--- config.mk ---
export PLATFORM = sky130hd
export DESIGN_NAME = hub_config_strap_bits
export DESIGN_NICKNAME = d
export VERILOG_FILES = /design/src/core/strap_sync.v /design/src/core/hub_config_strap_bits.v
export VERILOG_INCLUDE_DIRS = /design/src /design/src/core
export SDC_FILE = /design/constraint.sdc
export NUM_CORES = 1
export LEC_CHECK = 0
export BUFFER_PORTS_ARGS = -buffer_cell sky130_fd_sc_hd__buf_2
export CAP_MARGIN = 20
export CORE_ASPECT_RATIO = 2
export CORE_MARGIN = 2
export CORE_UTILIZATION = 44
export CTS_BUF_LIST = sky130_fd_sc_hd__clkbuf_4 sky130_fd_sc_hd__clkbuf_8 sky130_fd_sc_hd__clkbuf_16
export CTS_CLUSTER_DIAMETER = 200
export DETAILED_ROUTE_END_ITERATION = 6
export PLACE_DENSITY = 0.86
export SETUP_SLACK_MARGIN = 0.5
export SYNTH_ARGS = -nofsm -noshare
export SYNTH_HDL_FRONTEND = slang
export SYNTH_SLANG_ARGS = --single-unit
--- constraint.sdc ---
create_clock -name ref_clk -period 1.4 [get_ports ref_clk]
set_input_delay 0.35 -clock ref_clk [delete_from_list [all_inputs] [get_ports ref_clk]]
set_output_delay 0.35 -clock ref_clk [all_outputs]
set_load 0.02 [all_outputs]
--- src/core/hub_config_defines.vh ---
// Purpose: Constants for the hub configuration strap register
// Assumes: 8-bit register, low three bits handled here
// Notes:   Included by the register block
`ifndef HUB_CONFIG_DEFINES_VH
`define HUB_CONFIG_DEFINES_VH
`define CFG_RSVD_BIT      0
`define CFG_OVR_BIT       1
`define CFG_PWRSEL_BIT    2
`define CFG_UPPER_MASK    8'hf8
`define TIMEOUT_ZERO      8'h00
`define TIMEOUT_MAX       8'hff
`define MODE_STRAP        2'h0
`define MODE_I2C          2'h1
`define MODE_SMBUS        2'h2
`endif

--- src/core/strap_sync.v ---
// Purpose: Two-flop synchroniser for strap pins and mode inputs
// Assumes: Inputs come from pins outside the ref_clk domain
// Notes:   First stage is read only by the second stage
`timescale 1ns/1ps
module strap_sync #(
    parameter WIDTH = 2
) (
    // Clock and reset
    input  wire             ref_clk,
    input  wire             reset_n,
    // Data
    input  wire [WIDTH-1:0] asyncIn,
    output reg  [WIDTH-1:0] syncOut
);
    reg [WIDTH-1:0] stage1_reg;

    always @(posedge ref_clk or negedge reset_n)
    begin
        if (!reset_n)
        begin
            stage1_reg <= {WIDTH{1'b0}};
            syncOut    <= {WIDTH{1'b0}};
        end
        else
        begin
            stage1_reg <= asyncIn;
            syncOut    <= stage1_reg;
        end
    end
endmodule

--- src/core/hub_config_strap_bits.v ---
// Purpose: Low three bits of the hub device configuration register
// Assumes: Strap pins and config mode are async pins; loads and writes are ref_clk pulses
// Notes:   Straps are captured on the third edge after reset release
// Summary of operation
// - Override bit set substitutes device value for software U1/U2 timeouts.
// - Override active: nonzero timeout 1..FF becomes FF.
// - Override active: zero timeout stays zero.
// - Override bit defaults from serial clock strap pin at reset release.
// - In I2C mode the EEPROM load replaces strapped defaults.
// - In SMBus mode host writes replace strapped defaults.
// - Power select bit defaults from power management strap pin.
// - Power select strap captured when reset is deasserted.
// - Select 0: power switching and overcurrent both supported.
// - Select 1, bus-powered: switching yes, overcurrent no.
// - Select 1, self-powered: overcurrent yes, switching no.
// - Bit 0 reserved, reads zero, ignores writes.
`timescale 1ns/1ps
`include "hub_config_defines.vh"
module hub_config_strap_bits #(
    parameter PORTS = 4
) (
    // Clock and reset
    input  wire               ref_clk,
    input  wire               reset_n,
    // Strap pins and mode
    input  wire               serial_clock_strap_pin,
    input  wire               power_mgmt_strap_pin,
    input  wire [1:0]         configMode,
    input  wire               selfPowered,
    // EEPROM load
    input  wire               eepromLoad,
    input  wire [7:0]         eepromData,
    // SMBus host access
    input  wire               hostWrite,
    input  wire [7:0]         hostWriteData,
    output wire [7:0]         readData,
    // Timeouts
    input  wire [8*PORTS-1:0] swU1Timeout,
    input  wire [8*PORTS-1:0] swU2Timeout,
    output reg  [8*PORTS-1:0] u1Timeout,
    output reg  [8*PORTS-1:0] u2Timeout,
    // Power feature status
    output wire               link_idle_timeout_override,
    output wire               power_feature_select_n,
    output reg                powerSwitchSupported,
    output reg                overcurrentSupported
);
    wire [3:0] syncPins;
    reg        overrideBit_reg;
    reg        overrideBit_next;
    reg        powerSel_reg;
    reg        powerSel_next;
    reg  [1:0] startState_reg;
    reg  [1:0] startState_next;
    wire       strapCapture;
    wire       eepromTake;
    wire       hostTake;
    wire       ovrSync;
    wire       pwrSync;
    wire [1:0] modeSync;
    genvar     i;

    // Start-up sequence after reset release
    localparam [1:0] ST_FILL1   = 2'h0;
    localparam [1:0] ST_FILL2   = 2'h1;
    localparam [1:0] ST_CAPTURE = 2'h2;
    localparam [1:0] ST_RUN     = 2'h3;

    strap_sync #(
        .WIDTH(4)
    ) uSync (
        .ref_clk (ref_clk),
        .reset_n (reset_n),
        .asyncIn ({configMode, power_mgmt_strap_pin, serial_clock_strap_pin}),
        .syncOut (syncPins)
    );

    assign ovrSync  = syncPins[0];
    assign pwrSync  = syncPins[1];
    assign modeSync = syncPins[3:2];

    function [7:0] limitTimeout;
        input       ovr;
        input [7:0] swVal;
        begin
            if (ovr)
                limitTimeout = (swVal == `TIMEOUT_ZERO) ? `TIMEOUT_ZERO : `TIMEOUT_MAX;
            else
                limitTimeout = swVal;
        end
    endfunction

    // Config mode decode, shared by the load and write qualifiers
    function modeIs;
        input [1:0] mode;
        input [1:0] want;
        begin
            modeIs = (mode == want);
        end
    endfunction

    // Support flags as {power switching, overcurrent}
    function [1:0] supportFlags;
        input sel;
        input selfPwr;
        begin
            case ({sel, selfPwr})
                2'b00:   supportFlags = 2'b11;
                2'b01:   supportFlags = 2'b11;
                2'b10:   supportFlags = 2'b10;
                2'b11:   supportFlags = 2'b01;
                default: supportFlags = 2'b00;
            endcase
        end
    endfunction

    // Synchroniser needs two edges to fill before the straps can be trusted
    always @*
    begin
        case (startState_reg)
            ST_FILL1:   startState_next = ST_FILL2;
            ST_FILL2:   startState_next = ST_CAPTURE;
            ST_CAPTURE: startState_next = ST_RUN;
            ST_RUN:     startState_next = ST_RUN;
            default:    startState_next = ST_RUN;
        endcase
    end

    always @(posedge ref_clk or negedge reset_n)
    begin
        if (!reset_n)
            startState_reg <= ST_FILL1;
        else
            startState_reg <= startState_next;
    end

    assign strapCapture = (startState_reg == ST_CAPTURE);

    // A strobe in the wrong mode is dropped silently
    assign eepromTake = eepromLoad && modeIs(modeSync, `MODE_I2C);
    assign hostTake   = hostWrite && modeIs(modeSync, `MODE_SMBUS);

    always @*
    begin
        overrideBit_next = overrideBit_reg;
        powerSel_next    = powerSel_reg;
        if (strapCapture)
        begin
            overrideBit_next = ovrSync;
            powerSel_next    = pwrSync;
        end
        else if (eepromTake)
        begin
            overrideBit_next = eepromData[`CFG_OVR_BIT];
            powerSel_next    = eepromData[`CFG_PWRSEL_BIT];
        end
        else if (hostTake)
        begin
            overrideBit_next = hostWriteData[`CFG_OVR_BIT];
            powerSel_next    = hostWriteData[`CFG_PWRSEL_BIT];
        end
    end

    always @(posedge ref_clk or negedge reset_n)
    begin
        if (!reset_n)
        begin
            overrideBit_reg <= 1'b0;
            powerSel_reg    <= 1'b0;
        end
        else
        begin
            overrideBit_reg <= overrideBit_next;
            powerSel_reg    <= powerSel_next;
        end
    end

    // Upper bits belong to other fields and read as zero here
    assign readData = {5'h00, powerSel_reg, overrideBit_reg, 1'b0};
    assign link_idle_timeout_override = overrideBit_reg;
    assign power_feature_select_n     = powerSel_reg;

    always @(posedge ref_clk or negedge reset_n)
    begin
        if (!reset_n)
        begin
            powerSwitchSupported <= 1'b0;
            overcurrentSupported <= 1'b0;
        end
        else
        begin
            {powerSwitchSupported, overcurrentSupported} <= supportFlags(powerSel_reg, selfPowered);
        end
    end

    generate
        for (i = 0; i < PORTS; i = i + 1)
        begin : gPort
            // U1 lane of this port
            always @(posedge ref_clk or negedge reset_n)
            begin
                if (!reset_n)
                begin
                    u1Timeout[8*i+7:8*i] <= 8'h00;
                end
                else
                begin
                    u1Timeout[8*i+7:8*i] <= limitTimeout(overrideBit_reg, swU1Timeout[8*i+7:8*i]);
                end
            end

            // U2 lane of this port
            always @(posedge ref_clk or negedge reset_n)
            begin
                if (!reset_n)
                begin
                    u2Timeout[8*i+7:8*i] <= 8'h00;
                end
                else
                begin
                    u2Timeout[8*i+7:8*i] <= limitTimeout(overrideBit_reg, swU2Timeout[8*i+7:8*i]);
                end
            end
        end
    endgenerate
endmodule

; Word level (Yosys, flattened, before mapping)
; Index checks and enable logic that the tools add are counted.
[op_classes]
n_eq_ne = 8
muxes = 24
reduce_logical = 15
[op_table]
columns = cell, n
row1 = 8-bit 2-to-1 mux, 16
row2 = 8-bit logical NOT, 8
row3 = 2-bit case mux with 3 select lines, 2
row4 = "2-bit == test, second input constant", 5
row5 = "2-bit by 1-bit == test with 1-bit output, second input constant", 3
row6 = 1-bit 2-to-1 mux, 6
row7 = 2-bit logical NOT, 2
row8 = 2-bit OR reduction, 2
row9 = 3-bit nonzero test, 1
row10 = 1-bit logical AND, 2
[word_totals]
ff_bits = 78
out_inout_bits = 76
wordCells = 62

; Longest topological paths before layout
; Gate-level depths: netlist of the first run.
[logic_depth]
ltp_word = 5
mapped_depth = 5
depth_no_buf = 3

; Modules after synthesis
; From an unflattened synthesis of the first run, not the netlist that was laid out.
[hier_totals]
cells_unflattened = 232
hier_area_um2 = 2981.6
[by_module_without_submodules]
columns = module, n_inst, cells_per_inst, area_per_inst_um2
row1 = hub_config_strap_bits, 1, 224, 2781.4
row2 = strap_sync, 1, 8, 200.2

; Worst setup path before layout of the first run
; No wires, ideal clock.
[synth_timing]
path_type = reg-to-reg
startpoint = register overrideBit_reg (netlist: link_idle_timeout_override)
endpoint = register u1Timeout[12]
setup_time_ps = 119
t_arrival_ps = 1113
path_slack_ps = 169
path_stages_with_launch = 5
n_path_buf = 2
period_less_slack_ps = 1231
cell_sequence = dfrtp_1 -> buf_2 -> buf_4 -> nand4b_2 -> o21a_1
[synth_between]
elab_chain_len = 1
[synth_rtl]
columns = element, line_no
row1 = start: declaration, hub_config_strap_bits.v:49  ; reg overrideBit_reg;
row2 = start signal: assignment, hub_config_strap_bits.v:173  ; overrideBit_reg <= overrideBit_next;
row3 = 8-bit 2-to-1 mux, hub_config_strap_bits.v:86  ; if (ovr)
row4 = end signal: indexed assignment, hub_config_strap_bits.v:208  ; u1Timeout[8*i+7:8*i] <= limitTimeout(overrideBit_reg, swU1Timeout[8*i+7:8*i]);
row5 = end: declaration, hub_config_strap_bits.v:40  ; output reg [8*PORTS-1:0] u1Timeout,
; Every way passes these cells.
; A chain may end at the register's enable or synchronous reset.

; Worst setup path in the final report of the first run
[layout_timing]
startpoint = register overrideBit_reg (netlist: link_idle_timeout_override)
endpoint = output port readData[1]
[layout_lines]
columns = element, line_no
row1 = end: declaration, hub_config_strap_bits.v:36  ; output wire [7:0] readData,
; No word-level cell between the ends.

==> results of run 1 <==
==> placed cells by master, fill, tap and decap left out, types with 5 or more instances in the layout <==
master / instances
nand3b_1: 16
nor4_4: 9
nor2_1: 63
conb_1: 6
o21a_1: 16
buf_6: 77
dfrtp_1: 76
buf_2: 75
nor2_2: 15
clkbuf_16: 11
buf_4: 14
a21o_1: 12
and4b_2: 6
nor2b_1: 5
==> layer usage <==
| layer | global-route usage (%) | part of all wire, % |
|---|---|---|
| met5 | 0 | 0 |
| met4 | 12.5 | 3.7 |
| met3 | 6.78 | 5.3 |
| met2 | 42.9 | 60 |
| met1 | 20.6 | 31 |
==> worst max-delay path, stage by stage, from the launching register on <==
cell and delay (ps):
dfrtp_2 430, buf_12 140, buf_6 120
==> cell type report <==
cell class,instances,area (um2),share of cell area (%)
clock buffers,13,262,5.24
clock inverters,2,10.0,0.201
multi-input cells,163,1120,22.5
flip-flops and latches,78,1950,39.2
well taps,90,113,2.26
repair buffers,174,1530,30.6
==> kinds of logic after synthesis <==
group                  count (synthesis)
flip-flops                            78
AND/OR/NAND/NOR                      125
buffers and inverters                 22
other                                  1
AO/OA/AOI/OAI                         32
==> path summary, 6_finish.rpt <==
kind                                                  from                  end  slack, ps
worst min register to register         uSync.stage1_reg[3]     uSync.syncOut[3]        350
worst min-delay path                               reset_n         u1Timeout[6]        -60
min in group ref_clk                  power_mgmt_strap_pin  uSync.stage1_reg[1]        130
max in group asynchronous                          reset_n        u1Timeout[30]        970
worst max register to register  link_idle_timeout_override        u1Timeout[29]         80
worst max-delay path            link_idle_timeout_override          readData[1]         40
==> per-stage QoR <==
step / power, mW / setup slack, ps / cells / hold slack [ps] / cell area [um2]
4_1_cts: 6.33 / 35.0 / 510 / -52.9 / 4800
5_1_grt: 6.75 / 8.96 / 520 / -47.3 / 4990
6_report: 6.50 / 36.8 / 520 / -56.6 / 4990
3_5_place_dp: 3.76 / 52.3 / 486 / 299 / 3950
3_3_place_gp: 3.72 / 68.1 / 486 / 295 / 3950
2_1_floorplan: 3.27 / 251 / 263 / 54.4 / 3210
==> repair_timing <==
item,in CTS,in global routing
pin swaps,1,7
buffers inserted,6,7
setup endpoints to repair,130,136
hold endpoints to repair,24,24
gates resized for setup,153,23
cloned,3,3
==> where the power goes <==
group	leakage, nW	internal [mW]	switching, mW
Combinational	1.30	0.925	0.850
Sequential	0.788	2.48	0.116
Clock	0.140	1.29	0.834
Total	2.22	4.69	1.80
==> summary.txt, run 1 <==
Outcome
  • Status: finished with violations
  • Violated checks: negative hold slack

Global route
  • Global route overflow: 0
  • Largest net degree at the start of global routing: 31
  • Vias in the first global route: ~2700
  • GRT Util Overall: 22.5%
  • Initial antenna violation count: 0
  • Wire length of the first global-routing pass: around 13 mm

Worst setup path
  • Worst setup SP type: flip-flop
  • Worst setup EP type: primary output
  • WS Path Type: reg2out
  • WP data required: 1050 ps
  • Critical path fanouts, max: 3
  • Critical Path AT: about 1000 ps
  • R2r worst-path depth: 5

Finish
  • Layout cell share with drive strength beyond 1: between 50% and 60%
  • Synthesis-to-layout area growth: 61.7%
  • Final core utilization: approximately 72%
  • Nets: 515
  • # diodes: 0
  • Filler cells: roughly 480
  • Top Registers: u1Timeout (32), u2Timeout (32)

Timing
  • Clock skew: 3.24 ps
  • Min Tclk post-route: between 1000 and 1500 ps
  • F_max: 734 MHz
  • Hold slack: -56.6 ps
  • Fin Setup TNS: 0 ps
  • Pins Over Slew Limit: 0
  • Final setup fails: 0
  • Crit share post-route: 97.4%
  • Final number of hold-violating endpoints: 24
  • Unrepaired setup endpoints after global routing: yes

Yosys
  • Yosys top cell by area: dfrtp_1
  • Post-synthesis simple-gate area fraction: 23.8%
  • Syn Inst Count: about 260
  • Post-Synth Adder-Cell Area: 0%
  • Largest family of logic cells by synthesized area: simple AND/OR/NAND/NOR gates
  • Post-synth EDFFs: 0
  • Mux contribution to synthesized area: 0%
  • FF+latch count, synth: 78
  • Avg Cell Area, Syn: ~12 um2
  • Seq/Total Area, Yosys: a little over three fifths
  • Synth top area cells: dfrtp_1 (63%), nor2_1 (9.5%), nor4_4 (4.1%)
  • Primary FF master, synth: dfrtp_1
  • Synth top area share: 63.3%
  • Distinct cells, synth: 22
  • Fraction of registers with async set/reset: 100%
  • Post-Synth XOR/XNOR Area: 0%
  • Post-Syn Area: 3080 um2
  • Ys Warns: 0
  • Post-synthesis compound-gate area fraction: 8.11%
  • Top cells by count, synth: dfrtp_1 (78), nor2_1 (78), nand3b_1 (16), o21a_1 (16), buf_4 (15)

Hold path
  • Worst Hold Class: in2async

Place
  • GPL Wtd Cong: just under 0.8
  • HPWL after DPL: 5.56 mm
  • Port bufs: ~150

Clocking
  • Clock insertion delay at the later pin of the skew report: approximately 330 ps
  • CTS HTree Levels: 3
  • CTS tree: yes
  • TritonCTS Sinks: 78
  • Clk root buf: clkbuf_16
  • Clock Path Buffers: 2
  • CTS Buf Count: 9
  • Reg clk slew, reported paths: around 60 ps

Routing
  • Via-to-Cell Ratio: 5.02
  • 1st-pass router iterations: 4
  • DRC Markers: 0
  • Routed Antenna Nets: 0
  • Final wirelength: about 8.9 mm
  • Routed via count: 2612
  • Iter 0 DRT Violations: about 160
  • DR WL/cell: 17.1 um

Power and ir drop
  • LEAKAGE: between 2 and 2.5 nW
  • Pwr per Cell Area: between 1000 and 1500 nW/um2
  • Worst IR Drop VDD: a little under 0.9 mV

Floorplan
  • Chip width: 63.2 um
  • Initial Util: between 40% and 50%
  • Cell Rows: 43
  • Die Ht: approximately 120 um
  • Die ar.: 7740 um2
  • I/O pin count: 165
  • Core Area: 6890 um2

Run
  • Max-cap violations: 0
(Power assumes the default switching activity.)
==> run 2, diff against run 1 <==
--- a/config.mk
+++ b/config.mk
@@ -14,6 +14,7 @@
 export CTS_BUF_LIST = sky130_fd_sc_hd__clkbuf_4 sky130_fd_sc_hd__clkbuf_8 sky130_fd_sc_hd__clkbuf_16
 export CTS_CLUSTER_DIAMETER = 200
 export DETAILED_ROUTE_END_ITERATION = 6
+export MAX_ROUTING_LAYER = met4
 export PLACE_DENSITY = 0.86
 export SETUP_SLACK_MARGIN = 0.5
 export SYNTH_ARGS = -nofsm -noshare
==> run 2 against run 1 <==
  * The run still ends with negative hold slack left
  * Count of clock-buffer cells in the layout stayed put
  * Sequential power about the same
  * Final area unchanged
  * Flip-flop and latch count stayed put
  * Register-to-register slack barely moved
  * First-iteration DRC count fell by 5.8%
==> summary.txt, run 2 (synthesis results as in run 1) <==
Worst setup path
  • R2r worst-path depth: 5 (unchanged)
  • WS Path Type: reg2out
  • WP data required: 1050 ps (about the same)
  • Crit. Startpoint: link_idle_timeout_override
  • Critical Path AT: 1010 ps (about the same)
  • Reg-to-reg critical path startpoint: link_idle_timeout_override
  • Setup slack, reg-to-reg: 80 ps (about the same)
  • FF-to-FF End: u2Timeout[10]
  • Worst Setup EP: readData[1]
  • Worst setup SP type: flip-flop
  • Critical path fanouts, max: 3 (unchanged)
  • Worst setup EP type: primary output

Outcome
  • Status: finished with violations
  • Violated checks: negative hold slack

Power and ir drop
  • Worst IR Drop VDD: 0.889 mV (about the same)
  • LEAKAGE: 2.22 nW (unchanged)
  • Pwr per Cell Area: 1300 nW/um2 (-0.20%)

Finish
  • Synthesis-to-layout area growth: 61.7% (unchanged)
  • Final core utilization: 72.4% (unchanged)
  • Most frequent cells in the layout: buf_6 (77), dfrtp_1 (76), buf_2 (75)
  • Nets: 515 (unchanged)
  • Most common cell after layout, fill and taps aside: buf_6
  • # diodes: 0 (unchanged)
  • Layout cell share with drive strength beyond 1: 53.3% (unchanged)
  • Top Registers: u1Timeout (32), u2Timeout (32)

Floorplan
  • Die ar.: 7740 um2 (unchanged)
  • Cell Rows: 43 (unchanged)
  • I/O pin count: 165 (unchanged)
  • Core Area: 6890 um2 (unchanged)
  • Initial Util: 44.8% (unchanged)
  • Chip width: 63.2 um (unchanged)
  • Die Ht: 122 um (unchanged)

Routing
  • Via-to-Cell Ratio: 5.00 (-0.38%)
  • DRC Markers: 0 (unchanged)
  • 1st-pass router iterations: 4 (unchanged)
  • DR WL/cell: 17.1 um (+0.10%)
  • Final wirelength: 8.89 mm (+0.10%)
  • Routed via count: 2602 (-0.38%)
  • Routed Antenna Nets: 0 (unchanged)
  • Iter 0 DRT Violations: 147 (-5.8%)

Clocking
  • Clk root buf: clkbuf_16
  • Clock Path Buffers: 2 (unchanged)
  • Clock insertion delay at the later pin of the skew report: 330 ps (about the same)
  • TritonCTS Sinks: 78 (unchanged)
  • CTS HTree Levels: 3 (unchanged)
  • CTS Buf Count: 9 (unchanged)
  • CTS tree: yes
  • Reg clk slew, reported paths: 60 ps (about the same)

Global route
  • GRT Util Overall: 23.1% (+0.67 points)
  • Vias in the first global route: 2725 (-0.33%)
  • Global route overflow: 0 (unchanged)
  • Initial antenna violation count: 0 (unchanged)
  • Largest net degree at the start of global routing: 31 (unchanged)
  • Wire length of the first global-routing pass: 13.0 mm (about the same)

Timing
  • Final number of hold-violating endpoints: 24 (unchanged)
  • Fin Setup TNS: 0 ps (unchanged)
  • Crit share post-route: 97.1% (-0.30 points)
  • Pins Over Slew Limit: 0 (unchanged)
  • Clock skew: 4.17 ps (+0.921 ps)
  • Min Tclk post-route: 1360 ps (-4.23 ps)
  • F_max: 736 MHz (+0.31%)
  • Final setup fails: 0 (unchanged)
  • Hold slack: -53.4 ps (+3.14 ps)
  • Unrepaired setup endpoints after global routing: yes

Run
  • Max-cap violations: 0 (unchanged)

Place
  • Port bufs: 146 (unchanged)
  • HPWL after DPL: 5.56 mm (unchanged)
  • GPL Wtd Cong: 0.788 (+1.4%)

Hold path
  • Worst Hold Class: in2async
run 2: cell counts in the layout (fill, tap and decap cells not counted):
Identical to the previous run, type by type.
run 2: worst min-delay path by stage:
stage | end | slack [ps] | cells past startpoint
floorplan | link_idle_timeout_override | 50 | 0
global placement | u1Timeout[6] | 300 | 1
detailed placement | u1Timeout[4] | 300 | 1
CTS | u1Timeout[10] | -50 | 1
global route | u1Timeout[6] | -50 | 1
finish | u2Timeout[6] | -50 | 1
run 2: stage by stage:
| step | hold WS (ps) | std cells | setup WS, ps | total power, mW | instance area [um2] |
|---|---|---|---|---|---|
| final | -53.4 | 520 | 41.0 | 6.48 | 4990 |
| after global routing | -48.0 | 520 | 9.11 | 6.76 | 4990 |
| after CTS | -52.9 | 510 | 35.0 | 6.33 | 4800 |
| after detailed placement | 299 | 486 | 52.3 | 3.76 | 3950 |
| after global placement | 295 | 486 | 68.1 | 3.72 | 3950 |
| after floorplan | 54.4 | 263 | 251 | 3.27 | 3210 |
run 2: cell type report:
class	instances	area, um2
flip-flops and latches	78	1950
fillers	473	1900
repair buffers	174	1530
multi-input cells	163	1120
clock buffers	13	262
well taps	90	113
clock inverters	2	10.0
run 2: critical path, stage by stage (launching register included):
cell and delay (ps):
dfrtp_2 430, buf_12 140, buf_6 120
run 2: timing repair:
item | in CTS | in global routing
buffers inserted | 6 | 7
gates resized for setup | 153 | 23
pin swaps | 1 | 7
cloned | 3 | 3
hold endpoints to repair | 24 | 24
setup endpoints to repair | 130 | 136
run 2: routing by layer:
layer	track usage, %	up-vias	wire length (um)
li1	-	1178	-
met1	21.0	1265	2750
met2	42.8	133	5370
met3	5.68	26	477
met4	13.6	0	299
met5	-	-	0
run 2: where the power goes:
part,internal [mW],switching (mW)
clock,1.29,0.822
sequential,2.48,0.117
combinational,0.925,0.848
